**config.mk**
```make
export PLATFORM = sky130hd
export DESIGN_NAME = switch_timer_ctrl
export DESIGN_NICKNAME = d
export VERILOG_FILES = /design/src/rtl/switch_ctrl_pkg.sv /design/src/rtl/interval_gen.sv /design/src/rtl/switch_timer_ctrl.sv
export SDC_FILE = /design/constraint.sdc
export NUM_CORES = 1
export LEC_CHECK = 0
export ABC_AREA = 1
export BUFFER_PORTS_ARGS = -buffer_cell sky130_fd_sc_hd__clkbuf_2
export CORE_MARGIN = 4
export CORE_UTILIZATION = 30
export CTS_BUF_LIST = sky130_fd_sc_hd__clkbuf_8 sky130_fd_sc_hd__clkbuf_16
export DETAILED_ROUTE_END_ITERATION = 7
export MAX_ROUTING_LAYER = met4
export PLACE_DENSITY_LB_ADDON = 0.15
export SLEW_MARGIN = 40
export SYNTH_ARGS = -nofsm -noshare
export SYNTH_HDL_FRONTEND = slang
export SYNTH_SLANG_ARGS = --single-unit
export TNS_END_PERCENT = 5
```
**constraint.sdc**
```tcl
create_clock -name clk_i -period 3.6 [get_ports clk_i]
set_input_delay 0.54 -clock clk_i [delete_from_list [all_inputs] [get_ports clk_i]]
set_output_delay 0.54 -clock clk_i [all_outputs]
set_load 0.05 [all_outputs]
```
**src/rtl/switch_ctrl_pkg.sv**
```systemverilog
package switch_ctrl_pkg;

    // clock and base tick
    localparam int CLK_HZ = 200_000_000;
    localparam int CLK_MHZ = 200;
    localparam int TICK_US = 100;
    localparam int TICK_CYCLES = TICK_US * CLK_MHZ;

    // register indices; byte address is four times the index
    localparam logic [6:0] IDX_TIMER_A = 7'h0c;
    localparam logic [6:0] IDX_TIMER_B = 7'h0d;
    localparam logic [6:0] IDX_CUTOFF = 7'h10;
    localparam logic [6:0] IDX_SEL_LO = 7'h14;
    localparam logic [6:0] IDX_SEL_HI = 7'h15;
    localparam logic [6:0] IDX_DUTY_A = 7'h18;
    localparam logic [6:0] IDX_DUTY_B = 7'h19;
    localparam logic [6:0] IDX_RATE = 7'h1c;

    // field positions
    localparam int ON_LSB = 4;
    localparam int PER_LSB = 0;
    localparam int SEL_LO_LSB = 0;
    localparam int SEL_HI_LSB = 4;
    localparam int OV_DIS_BIT = 6;
    localparam int UV_DIS_BIT = 5;
    localparam int REC_BIT = 4;
    localparam int RATE_A_BIT = 0;
    localparam int RATE_B_BIT = 2;

    // reset values
    localparam logic [7:0] RESET_BYTE = 8'h00;
    localparam logic [2:0] RESET_CODE = 3'h0;

    // pulse-width and interval codes
    localparam logic [2:0] ON_OFF_LOW = 3'h0;
    localparam logic [2:0] ON_OFF_HIGH = 3'h6;
    localparam logic [2:0] PER_RSVD = 3'h7;

    // on-times and periods in microseconds
    localparam int ON_T1_US = 100;
    localparam int ON_T2_US = 300;
    localparam int ON_T3_US = 1000;
    localparam int ON_T4_US = 10000;
    localparam int ON_T5_US = 20000;
    localparam int PER_T0_US = 10000;
    localparam int PER_T1_US = 20000;
    localparam int PER_T2_US = 50000;
    localparam int PER_T3_US = 100000;
    localparam int PER_T4_US = 200000;
    localparam int PER_T5_US = 1000000;
    localparam int PER_T6_US = 2000000;

    // switch selection codes
    localparam logic [2:0] SEL_OFF = 3'h0;
    localparam logic [2:0] SEL_ON = 3'h1;
    localparam logic [2:0] SEL_TIMER_A = 3'h2;
    localparam logic [2:0] SEL_TIMER_B = 3'h3;
    localparam logic [2:0] SEL_DUTY_A = 3'h4;
    localparam logic [2:0] SEL_DUTY_B = 3'h5;

    // duty generator timing
    localparam int DUTY_STEPS = 255;
    localparam int DUTY_SLOW_HZ = 200;
    localparam int DUTY_FAST_HZ = 400;
    localparam logic [11:0] STEP_SLOW_CYC = 12'(CLK_HZ / (DUTY_SLOW_HZ * DUTY_STEPS));
    localparam logic [11:0] STEP_FAST_CYC = 12'(CLK_HZ / (DUTY_FAST_HZ * DUTY_STEPS));
    localparam logic [7:0] STEP_LAST = 8'(DUTY_STEPS - 1);

    function automatic logic [14:0] on_ticks(input logic [2:0] code);
        case (code)
            3'h1: on_ticks = 15'(ON_T1_US / TICK_US);
            3'h2: on_ticks = 15'(ON_T2_US / TICK_US);
            3'h3: on_ticks = 15'(ON_T3_US / TICK_US);
            3'h4: on_ticks = 15'(ON_T4_US / TICK_US);
            3'h5: on_ticks = 15'(ON_T5_US / TICK_US);
            default: on_ticks = 15'h0;
        endcase
    endfunction

    function automatic logic [14:0] per_ticks(input logic [2:0] code);
        case (code)
            3'h0: per_ticks = 15'(PER_T0_US / TICK_US);
            3'h1: per_ticks = 15'(PER_T1_US / TICK_US);
            3'h2: per_ticks = 15'(PER_T2_US / TICK_US);
            3'h3: per_ticks = 15'(PER_T3_US / TICK_US);
            3'h4: per_ticks = 15'(PER_T4_US / TICK_US);
            3'h5: per_ticks = 15'(PER_T5_US / TICK_US);
            3'h6: per_ticks = 15'(PER_T6_US / TICK_US);
            default: per_ticks = 15'h0;
        endcase
    endfunction

endpackage

```
**src/rtl/interval_gen.sv**
```systemverilog
module interval_gen
    import switch_ctrl_pkg::*;
(
    // clock and reset
    input wire logic clk_i,
    input wire logic rst_i,
    // tick and setup
    input wire logic tick_i,
    input wire logic [2:0] on_code_i,
    input wire logic [2:0] per_code_i,
    // pulse
    output logic pulse_o
);

    logic [14:0] cnt_reg, cnt_next;
    logic [2:0] on_prev_reg;
    logic [2:0] per_prev_reg;
    logic pulse_reg, pulse_next;
    logic [14:0] on_len;
    logic [14:0] per_len;
    logic running;
    logic changed;

    always_comb
    begin
        on_len = on_ticks(on_code_i);
        per_len = per_ticks(per_code_i);
        // runs as soon as a pulse width is set and the interval code is not reserved
        running = (on_len != 15'h0) && (per_code_i != PER_RSVD);
        changed = (on_code_i != on_prev_reg) || (per_code_i != per_prev_reg);
        cnt_next = cnt_reg;
        if (changed || !running)
        begin
            cnt_next = 15'h0;
        end
        else if (tick_i)
        begin
            cnt_next = (cnt_reg >= per_len - 15'd1) ? 15'h0 : cnt_reg + 15'd1;
        end
        // on-time window, held high, reserved low
        if (on_code_i == ON_OFF_HIGH)
        begin
            pulse_next = 1'b1;
        end
        else
        begin
            pulse_next = running && (cnt_next < on_len);
        end
    end

    always_ff @(posedge clk_i)
    begin
        if (rst_i)
        begin
            cnt_reg <= 15'h0;
            on_prev_reg <= RESET_CODE;
            per_prev_reg <= RESET_CODE;
            pulse_reg <= 1'b0;
        end
        else
        begin
            cnt_reg <= cnt_next;
            on_prev_reg <= on_code_i;
            per_prev_reg <= per_code_i;
            pulse_reg <= pulse_next;
        end
    end

    assign pulse_o = pulse_reg;
endmodule

```
**src/rtl/switch_timer_ctrl.sv**
```systemverilog
// Contract
// - second timer pulse code 000 stops it low; 001-101 give 0.1-20 ms on-time.
// - pulse code 110 stops the second timer high; 111 is reserved.
// - interval codes 000-110 give 10 ms to 2 s periods; 111 reserved.
// - software assigns timer first; timer starts itself when pulse width written.
// - restart clears switch selections and also both timer fields.
// - reserved bits of timer, cutoff and switch registers read zero.
// - cutoff bit 6 low turns all switches off on supply overvoltage.
// - cutoff bit 5 low turns all switches off on supply undervoltage.
// - cutoff bit 4 high restores switches after fault; low leaves them off.
// - overcurrent or overtemperature clears that switch selection field.
// - low pair register: switch one bits 2:0, switch two bits 6:4.
// - high pair register: switch three bits 2:0, four bits 6:4.
// - timer and switch registers clear on reset, soft reset, restart.
// - first timer uses same encodings and drives timer-one switches.
// - duty value 0 off, all ones on, else value over 255.
// - duty rate select 0 gives 200 Hz, 1 gives 400 Hz.
module switch_timer_ctrl
    import switch_ctrl_pkg::*;
#(
    parameter int TICK_LEN = TICK_CYCLES
)
(
    // clock and reset
    input wire logic clk_i,
    input wire logic rst_i,
    // wishbone slave
    input wire logic wb_cyc_i,
    input wire logic wb_stb_i,
    input wire logic wb_we_i,
    input wire logic [8:0] wb_adr_i,
    input wire logic [3:0] wb_sel_i,
    input wire logic [31:0] wb_dat_i,
    output logic [31:0] wb_dat_o,
    output logic wb_ack_o,
    // device state
    input wire logic soft_reset_i,
    input wire logic restart_mode_i,
    // analog fault inputs
    input wire logic supply_ov_i,
    input wire logic supply_uv_i,
    input wire logic [3:0] switch_fault_i,
    // switch drive
    output logic [3:0] switch_drive_o
);

    logic ack_reg, ack_next;
    logic [31:0] dat_reg, dat_next;
    logic [2:0] ta_on_reg, ta_on_next, ta_per_reg, ta_per_next;
    logic [2:0] tb_on_reg, tb_on_next, tb_per_reg, tb_per_next;
    logic ov_dis_reg, ov_dis_next, uv_dis_reg, uv_dis_next, rec_reg, rec_next;
    logic [2:0] sel_reg [4];
    logic [2:0] sel_next [4];
    logic [7:0] duty_reg [2];
    logic [7:0] duty_next [2];
    logic rate_reg [2];
    logic rate_next [2];
    logic [3:0] drive_reg, drive_next;
    logic cut_reg;
    logic ov_meta, ov_sync, uv_meta, uv_sync;
    logic [3:0] flt_meta, flt_sync;
    logic [14:0] tick_cnt_reg, tick_cnt_next;
    logic tick;
    logic [11:0] presc_reg [2];
    logic [11:0] presc_next [2];
    logic [7:0] step_reg [2];
    logic [7:0] step_next [2];
    logic duty_out_reg [2];
    logic duty_out_next [2];
    logic timer_a, timer_b;
    logic wr;
    logic [6:0] idx;
    logic [7:0] rd_byte;
    logic cut_now;
    logic clr_all;

    // fault inputs cross in from the analog side
    always_ff @(posedge clk_i)
    begin
        if (rst_i)
        begin
            ov_meta <= 1'b0;
            ov_sync <= 1'b0;
            uv_meta <= 1'b0;
            uv_sync <= 1'b0;
            flt_meta <= 4'h0;
            flt_sync <= 4'h0;
        end
        else
        begin
            ov_meta <= supply_ov_i;
            ov_sync <= ov_meta;
            uv_meta <= supply_uv_i;
            uv_sync <= uv_meta;
            flt_meta <= switch_fault_i;
            flt_sync <= flt_meta;
        end
    end

    assign cut_now = (ov_sync && !ov_dis_reg) || (uv_sync && !uv_dis_reg);
    assign clr_all = soft_reset_i || restart_mode_i;
    assign idx = wb_adr_i[8:2];

    // register file and bus
    always_comb
    begin
        ack_next = wb_cyc_i && wb_stb_i && !ack_reg;
        wr = ack_reg && wb_cyc_i && wb_stb_i && wb_we_i && wb_sel_i[0];
        // reserved bits read zero, field layout
        case (idx)
            IDX_TIMER_A: rd_byte = {1'b0, ta_on_reg, 1'b0, ta_per_reg};
            IDX_TIMER_B: rd_byte = {1'b0, tb_on_reg, 1'b0, tb_per_reg};
            IDX_CUTOFF: rd_byte = {1'b0, ov_dis_reg, uv_dis_reg, rec_reg, 4'h0};
            IDX_SEL_LO: rd_byte = {1'b0, sel_reg[1], 1'b0, sel_reg[0]};
            IDX_SEL_HI: rd_byte = {1'b0, sel_reg[3], 1'b0, sel_reg[2]};
            IDX_DUTY_A: rd_byte = duty_reg[0];
            IDX_DUTY_B: rd_byte = duty_reg[1];
            IDX_RATE: rd_byte = {5'h0, rate_reg[1], 1'b0, rate_reg[0]};
            default: rd_byte = 8'h00;
        endcase
        dat_next = ack_next ? {24'h0, rd_byte} : 32'h0;
        ta_on_next = ta_on_reg;
        ta_per_next = ta_per_reg;
        tb_on_next = tb_on_reg;
        tb_per_next = tb_per_reg;
        ov_dis_next = ov_dis_reg;
        uv_dis_next = uv_dis_reg;
        rec_next = rec_reg;
        sel_next = sel_reg;
        duty_next = duty_reg;
        rate_next = rate_reg;
        if (wr)
        begin
            case (idx)
                IDX_TIMER_A:
                begin
                    ta_on_next = wb_dat_i[ON_LSB +: 3];
                    ta_per_next = wb_dat_i[PER_LSB +: 3];
                end
                IDX_TIMER_B:
                begin
                    tb_on_next = wb_dat_i[ON_LSB +: 3];
                    tb_per_next = wb_dat_i[PER_LSB +: 3];
                end
                IDX_CUTOFF:
                begin
                    ov_dis_next = wb_dat_i[OV_DIS_BIT];
                    uv_dis_next = wb_dat_i[UV_DIS_BIT];
                    rec_next = wb_dat_i[REC_BIT];
                end
                IDX_SEL_LO:
                begin
                    sel_next[0] = wb_dat_i[SEL_LO_LSB +: 3];
                    sel_next[1] = wb_dat_i[SEL_HI_LSB +: 3];
                end
                IDX_SEL_HI:
                begin
                    sel_next[2] = wb_dat_i[SEL_LO_LSB +: 3];
                    sel_next[3] = wb_dat_i[SEL_HI_LSB +: 3];
                end
                IDX_DUTY_A: duty_next[0] = wb_dat_i[7:0];
                IDX_DUTY_B: duty_next[1] = wb_dat_i[7:0];
                IDX_RATE:
                begin
                    rate_next[0] = wb_dat_i[RATE_A_BIT];
                    rate_next[1] = wb_dat_i[RATE_B_BIT];
                end
                default:
                begin
                end
            endcase
        end
        // hardware clear beats a software write
        for (int i = 0; i < 4; i++)
        begin
            if (flt_sync[i])
            begin
                sel_next[i] = RESET_CODE;
            end
        end
        // without recovery the switches stay off
        if (cut_reg && !cut_now && !rec_reg)
        begin
            for (int i = 0; i < 4; i++)
            begin
                sel_next[i] = RESET_CODE;
            end
        end
        // restart clears selections and both timer fields
        if (clr_all)
        begin
            for (int i = 0; i < 4; i++)
            begin
                sel_next[i] = RESET_CODE;
            end
            ta_on_next = RESET_CODE;
            ta_per_next = RESET_CODE;
            tb_on_next = RESET_CODE;
            tb_per_next = RESET_CODE;
        end
        if (soft_reset_i)
        begin
            ov_dis_next = 1'b0;
            uv_dis_next = 1'b0;
            rec_next = 1'b0;
            duty_next[0] = RESET_BYTE;
            duty_next[1] = RESET_BYTE;
            rate_next[0] = 1'b0;
            rate_next[1] = 1'b0;
        end
    end

    // tick divider and duty generators
    always_comb
    begin
        tick = (tick_cnt_reg == 15'(TICK_LEN - 1));
        tick_cnt_next = tick ? 15'h0 : tick_cnt_reg + 15'd1;
        for (int g = 0; g < 2; g++)
        begin
            presc_next[g] = presc_reg[g] + 12'd1;
            step_next[g] = step_reg[g];
            // rate select picks the step length
            if (presc_reg[g] >= (rate_reg[g] ? STEP_FAST_CYC : STEP_SLOW_CYC) - 12'd1)
            begin
                presc_next[g] = 12'h0;
                step_next[g] = (step_reg[g] >= STEP_LAST) ? 8'h0 : step_reg[g] + 8'd1;
            end
            // on for duty steps out of 255
            duty_out_next[g] = (duty_reg[g] == 8'hff) || (step_next[g] < duty_reg[g]);
        end
    end

    // switch drive selection
    always_comb
    begin
        for (int i = 0; i < 4; i++)
        begin
            // off, on, timers; duty sources; reserved off
            case (sel_reg[i])
                SEL_OFF: drive_next[i] = 1'b0;
                SEL_ON: drive_next[i] = 1'b1;
                SEL_TIMER_A: drive_next[i] = timer_a;
                SEL_TIMER_B: drive_next[i] = timer_b;
                SEL_DUTY_A: drive_next[i] = duty_out_reg[0];
                SEL_DUTY_B: drive_next[i] = duty_out_reg[1];
                default: drive_next[i] = 1'b0;
            endcase
        end
        if (cut_now)
        begin
            drive_next = 4'h0;
        end
    end

    always_ff @(posedge clk_i)
    begin
        if (rst_i)
        begin
            ack_reg <= 1'b0;
            dat_reg <= 32'h0;
            ta_on_reg <= RESET_CODE;
            ta_per_reg <= RESET_CODE;
            tb_on_reg <= RESET_CODE;
            tb_per_reg <= RESET_CODE;
            ov_dis_reg <= 1'b0;
            uv_dis_reg <= 1'b0;
            rec_reg <= 1'b0;
            sel_reg <= '{default: RESET_CODE};
            duty_reg <= '{default: RESET_BYTE};
            rate_reg <= '{default: 1'b0};
            drive_reg <= 4'h0;
            cut_reg <= 1'b0;
            tick_cnt_reg <= 15'h0;
            presc_reg <= '{default: 12'h0};
            step_reg <= '{default: 8'h0};
            duty_out_reg <= '{default: 1'b0};
        end
        else
        begin
            ack_reg <= ack_next;
            dat_reg <= dat_next;
            ta_on_reg <= ta_on_next;
            ta_per_reg <= ta_per_next;
            tb_on_reg <= tb_on_next;
            tb_per_reg <= tb_per_next;
            ov_dis_reg <= ov_dis_next;
            uv_dis_reg <= uv_dis_next;
            rec_reg <= rec_next;
            sel_reg <= sel_next;
            duty_reg <= duty_next;
            rate_reg <= rate_next;
            drive_reg <= drive_next;
            cut_reg <= cut_now;
            tick_cnt_reg <= tick_cnt_next;
            presc_reg <= presc_next;
            step_reg <= step_next;
            duty_out_reg <= duty_out_next;
        end
    end

    interval_gen u_gen_a (
        .clk_i(clk_i),
        .rst_i(rst_i),
        .tick_i(tick),
        .on_code_i(ta_on_reg),
        .per_code_i(ta_per_reg),
        .pulse_o(timer_a)
    );

    interval_gen u_gen_b (
        .clk_i(clk_i),
        .rst_i(rst_i),
        .tick_i(tick),
        .on_code_i(tb_on_reg),
        .per_code_i(tb_per_reg),
        .pulse_o(timer_b)
    );

    assign wb_ack_o = ack_reg;
    assign wb_dat_o = dat_reg;
    assign switch_drive_o = drive_reg;
endmodule
```
==> impl_metrics.json <==
{
  "status": "completed",
  "period_needed_ns": 3.31,
  "synth_area_per_cell_um2": 6.92,
  "multi_input_area_um2": 5690,
  "layout_setup_ws_ns": 0.287,
  "power_frac_seq": 0.475,
  "async_flop_share": 0,
  "powerDensity_nw_per_um2": 351,
  "fin_skew_ns": 0.0128,
  "cp_slowest_stage_delay_ns": 0.37,
  "cp_data_required_time_ns": 3.97,
  "io_buffers": 41,
  "dpl_cell_area_um2": 10800,
  "p_leak_nw": 4.86,
  "synth_edf_count": 0,
  "nets": 1663,
  "register_area_um2": 3450,
  "final_core_util": 0.346,
  "chipHeight_um": 192,
  "grt_pass1_vias": 8383,
  "grt_pass1_wl_um": 43200,
  "cp-start-kind": "flop",
  "irDropWorstVdd_mv": 0.272,
  "postCtsHoldBufs": 0,
  "synth_simple_gate_area_share": 0.288,
  "setup_violations": 0,
  "drt_first_iter_violations": 547,
  "rr_worst_depth": 22,
  "layout_commonest_cell": "nand2_1",
  "synth_mux_area_frac": 0.00197,
  "regToRegStartpoint": "ta_per_reg[2]$_SDFFE_PP0P_",
  "drt_first_pass_iters": 5,
  "grt_setup_unrepaired": "yes",
  "crit_path_end_kind": "flop",
  "grt_max_degree": 33,
  "n_antenna_cell": 0,
  "synth_compound_area_frac": 0.123,
  "fmax_mhz": 302,
  "drive_gt1_frac": 0.0947,
  "rows": 67,
  "vias_per_cell": 4.57,
  "cts.reportedPaths.clkPinSlew_ns": 0.07,
  "hold_start": "switch_fault_i[2]",
  "cp_max_fo": 6,
  "fin_crit_sh": 0.920,
  "cts_tree": "built",
  "pwr-share-clk": 0.481,
  "ant_nets": 0,
  "synth_fa_ha_area_frac": 0.105,
  "fin_area_um2": 11600,
  "min_path_cells": 3,
  "syn2layout_area_growth_pct": 14.1,
  "cts_root_buf": "clkbuf_16",
  "ios": 95,
  "coreArea_um2": 33400,
  "cts.sinks": 172,
  "ys_types": 47,
  "gp_congestion": 0.837,
  "hold-path-endpoint": "flt_meta[2]$_SDFF_PP0_",
  "drv_cap": 0,
  "largest_reg_flops": 24,
  "worst_pin_slew_ns": 0.675,
  "drt-total-wl_um": 26500,
  "synth_ff_type": "dfxtp_1",
  "holdCritPathClass": "primary input to flop",
  "syn_inst": 1465,
  "post_drt_wl_per_cell_um": 13.4,
  "fillers": 3641,
  "hold_viol": 0,
  "synth_xor_area_frac": 0.0285,
  "ys_ff_latch": 172,
  "antenna_found_initial": 0,
  "combPwrFrac": 0.044,
  "swShare": 0.230,
  "switchingPower_uw": 934,
  "h-tree-depth": 4,
  "finalMaxSlewViolations": 0,
  "clock_latency_ns": 0.43,
  "p_int_mw": 3.13,
  "slew_headroom": 0.546,
  "layout_common_cells": "nand2_1 (258), inv_1 (217), nor2_1 (207)",
  "clockBufferDepth": 2,
  "crit_type": "flop to flop",
  "cts_made_buffers": 17,
  "r2r_setup_slack_ns": 0.29,
  "grtUsageTotal": 0.149,
  "tns_ns": 0,
  "dpl.hpwl_um": 20600,
  "reg2reg_to": "u_gen_a.pulse_o$_SDFF_PP0_",
  "crit_buf_inv": 2,
  "fp.dieW_um": 192,
  "grt_overflow": 0,
  "drc": 0,
  "critPathTopFamily": "simple AND/OR/NAND/NOR gates",
  "num_vias": 9052,
  "synth_top_family_by_area": "simple AND/OR/NAND/NOR gates",
  "placed_cells": 1943,
  "die-area_um2": 36800,
  "crit_chain": "inv_1 -> buf_4 -> ha_1 -> a211o_1 -> ha_1 -> nand2_1 -> nor2_1 -> nand2_1 -> nor2_1 -> nor2_1 -> nand3_2 -> nand2_2 -> nand2_1 -> nor2_1 -> ha_1 -> or3_1 -> o21bai_1 -> nor2_1 -> nand3_1 -> nor2_2 -> nand2_1 -> nand2_1",
  "ys_warn_count": 0,
  "worstPathArrival_ns": 3.68,
  "seq_area_frac_synth": 0.340,
  "dp_slack_ns": 0.0793,
  "syn-cell-area_um2": 10100,
  "instances_no_fill": 1979,
  "start_util": 0.303,
  "cp_slowest_cell": "dfxtp_4"
}
==> synth_stat cells (23+ instances only) <==
| master | n | area [µm²] |
|---|---|---|
| nor2_1 | 210 | 788 |
| buf_4 | 25 | 188 |
| nor3_1 | 59 | 295 |
| o21ai_0 | 74 | 370 |
| ha_1 | 85 | 1060 |
| nand3_1 | 56 | 280 |
| inv_1 | 215 | 807 |
| dfxtp_1 | 172 | 3440 |
| xor2_1 | 27 | 236 |
| a21oi_1 | 105 | 526 |
| nand2_1 | 259 | 972 |
| clkbuf_1 | 23 | 86.3 |
| nand4_1 | 23 | 144 |
==> metal layers <==
metal / routed length, µm / track usage / part of all wire
met5: 0 / - / 0
met1: 13500 / 0.203 / 0.51
met4: 229 / 0.0304 / 0.0086
met2: 12100 / 0.237 / 0.46
met3: 760 / 0.0224 / 0.029
==> repair_timing <==
action | CTS | global route
setup buffers | 0 | 5
endpoints found under the setup margin | 0 | 3
endpoints found under the hold margin | 0 | 0
gates resized for setup | 0 | 19
==> cells by family after synthesis <==
logic type | count (synthesis)
muxes | 2
other | 1
and+or+nand+nor | 667
buffers and inverters | 278
AOI/OAI and AO/OA | 227
adders and majority gates | 85
DFF | 172
xor gates and xnor gates | 33
==> worst reg2reg max path, cell delays in order, from the launching register on <==
cell,delay (ns)
dfxtp_4,0.37
inv_1,0.08
buf_4,0.17
ha_1,0.18
a211o_1,0.28
ha_1,0.29
nand2_1,0.05
nor2_1,0.11
nand2_1,0.09
nor2_1,0.12
nor2_1,0.06
nand3_2,0.08
nand2_2,0.06
nand2_1,0.09
nor2_1,0.06
ha_1,0.18
or3_1,0.32
o21bai_1,0.16
nor2_1,0.10
nand3_1,0.10
nor2_2,0.16
nand2_1,0.08
nand2_1,0.06
==> through the flow <==
step / total power [mW] / hold WS (ns)
after global placement: 2.15 / 0.392
after floorplan: 2.11 / 0.388
final: 4.06 / 0.305
after CTS: 4.12 / 0.288
after detailed placement: 2.15 / 0.401
after global routing: 4.21 / 0.295
==> layout make-up <==
cell class / count / share of cell area
clock buffers: 18 / 0.0380
flip-flops and latches: 172 / 0.298
repair buffers: 68 / 0.0356
clock inverters: 12 / 0.0150
inverters: 222 / 0.0721
well taps: 448 / 0.0485
multi-input cells: 1039 / 0.492
==> power by group through the flow <==
| stage | sequential, mW | combinational (mW) | clock, mW |
|---|---|---|---|
| final | 1.93 | 0.178 | 1.95 |
| after global routing | 1.93 | 0.199 | 2.09 |
| after CTS | 1.93 | 0.180 | 2.01 |
| after detailed placement | 1.97 | 0.180 | 0 |
| after global placement | 1.97 | 0.179 | 0 |
| after floorplan | 1.97 | 0.143 | 0 |
==> worst max path at each step <==
| stage | from | to | slack, ns | depth (start not counted) |
|---|---|---|---|---|
| global placement | ta_per_reg[2]$_SDFFE_PP0P_ | u_gen_a.pulse_o$_SDFF_PP0_ | 0.14 | 27 |
| CTS | tb_per_reg[2]$_SDFFE_PP0P_ | u_gen_b.pulse_o$_SDFF_PP0_ | 0.05 | 26 |
| global route | ta_per_reg[1]$_SDFFE_PP0P_ | u_gen_a.pulse_o$_SDFF_PP0_ | -0.02 | 30 |
| detailed placement | tb_per_reg[2]$_SDFFE_PP0P_ | u_gen_b.pulse_o$_SDFF_PP0_ | 0.08 | 26 |
| floorplan | ta_per_reg[2]$_SDFFE_PP0P_ | u_gen_a.pulse_o$_SDFF_PP0_ | 0.01 | 28 |
| finish | ta_per_reg[2]$_SDFFE_PP0P_ | u_gen_a.pulse_o$_SDFF_PP0_ | 0.29 | 22 |
No activity file was read; power rests on OpenSTA's default activity.
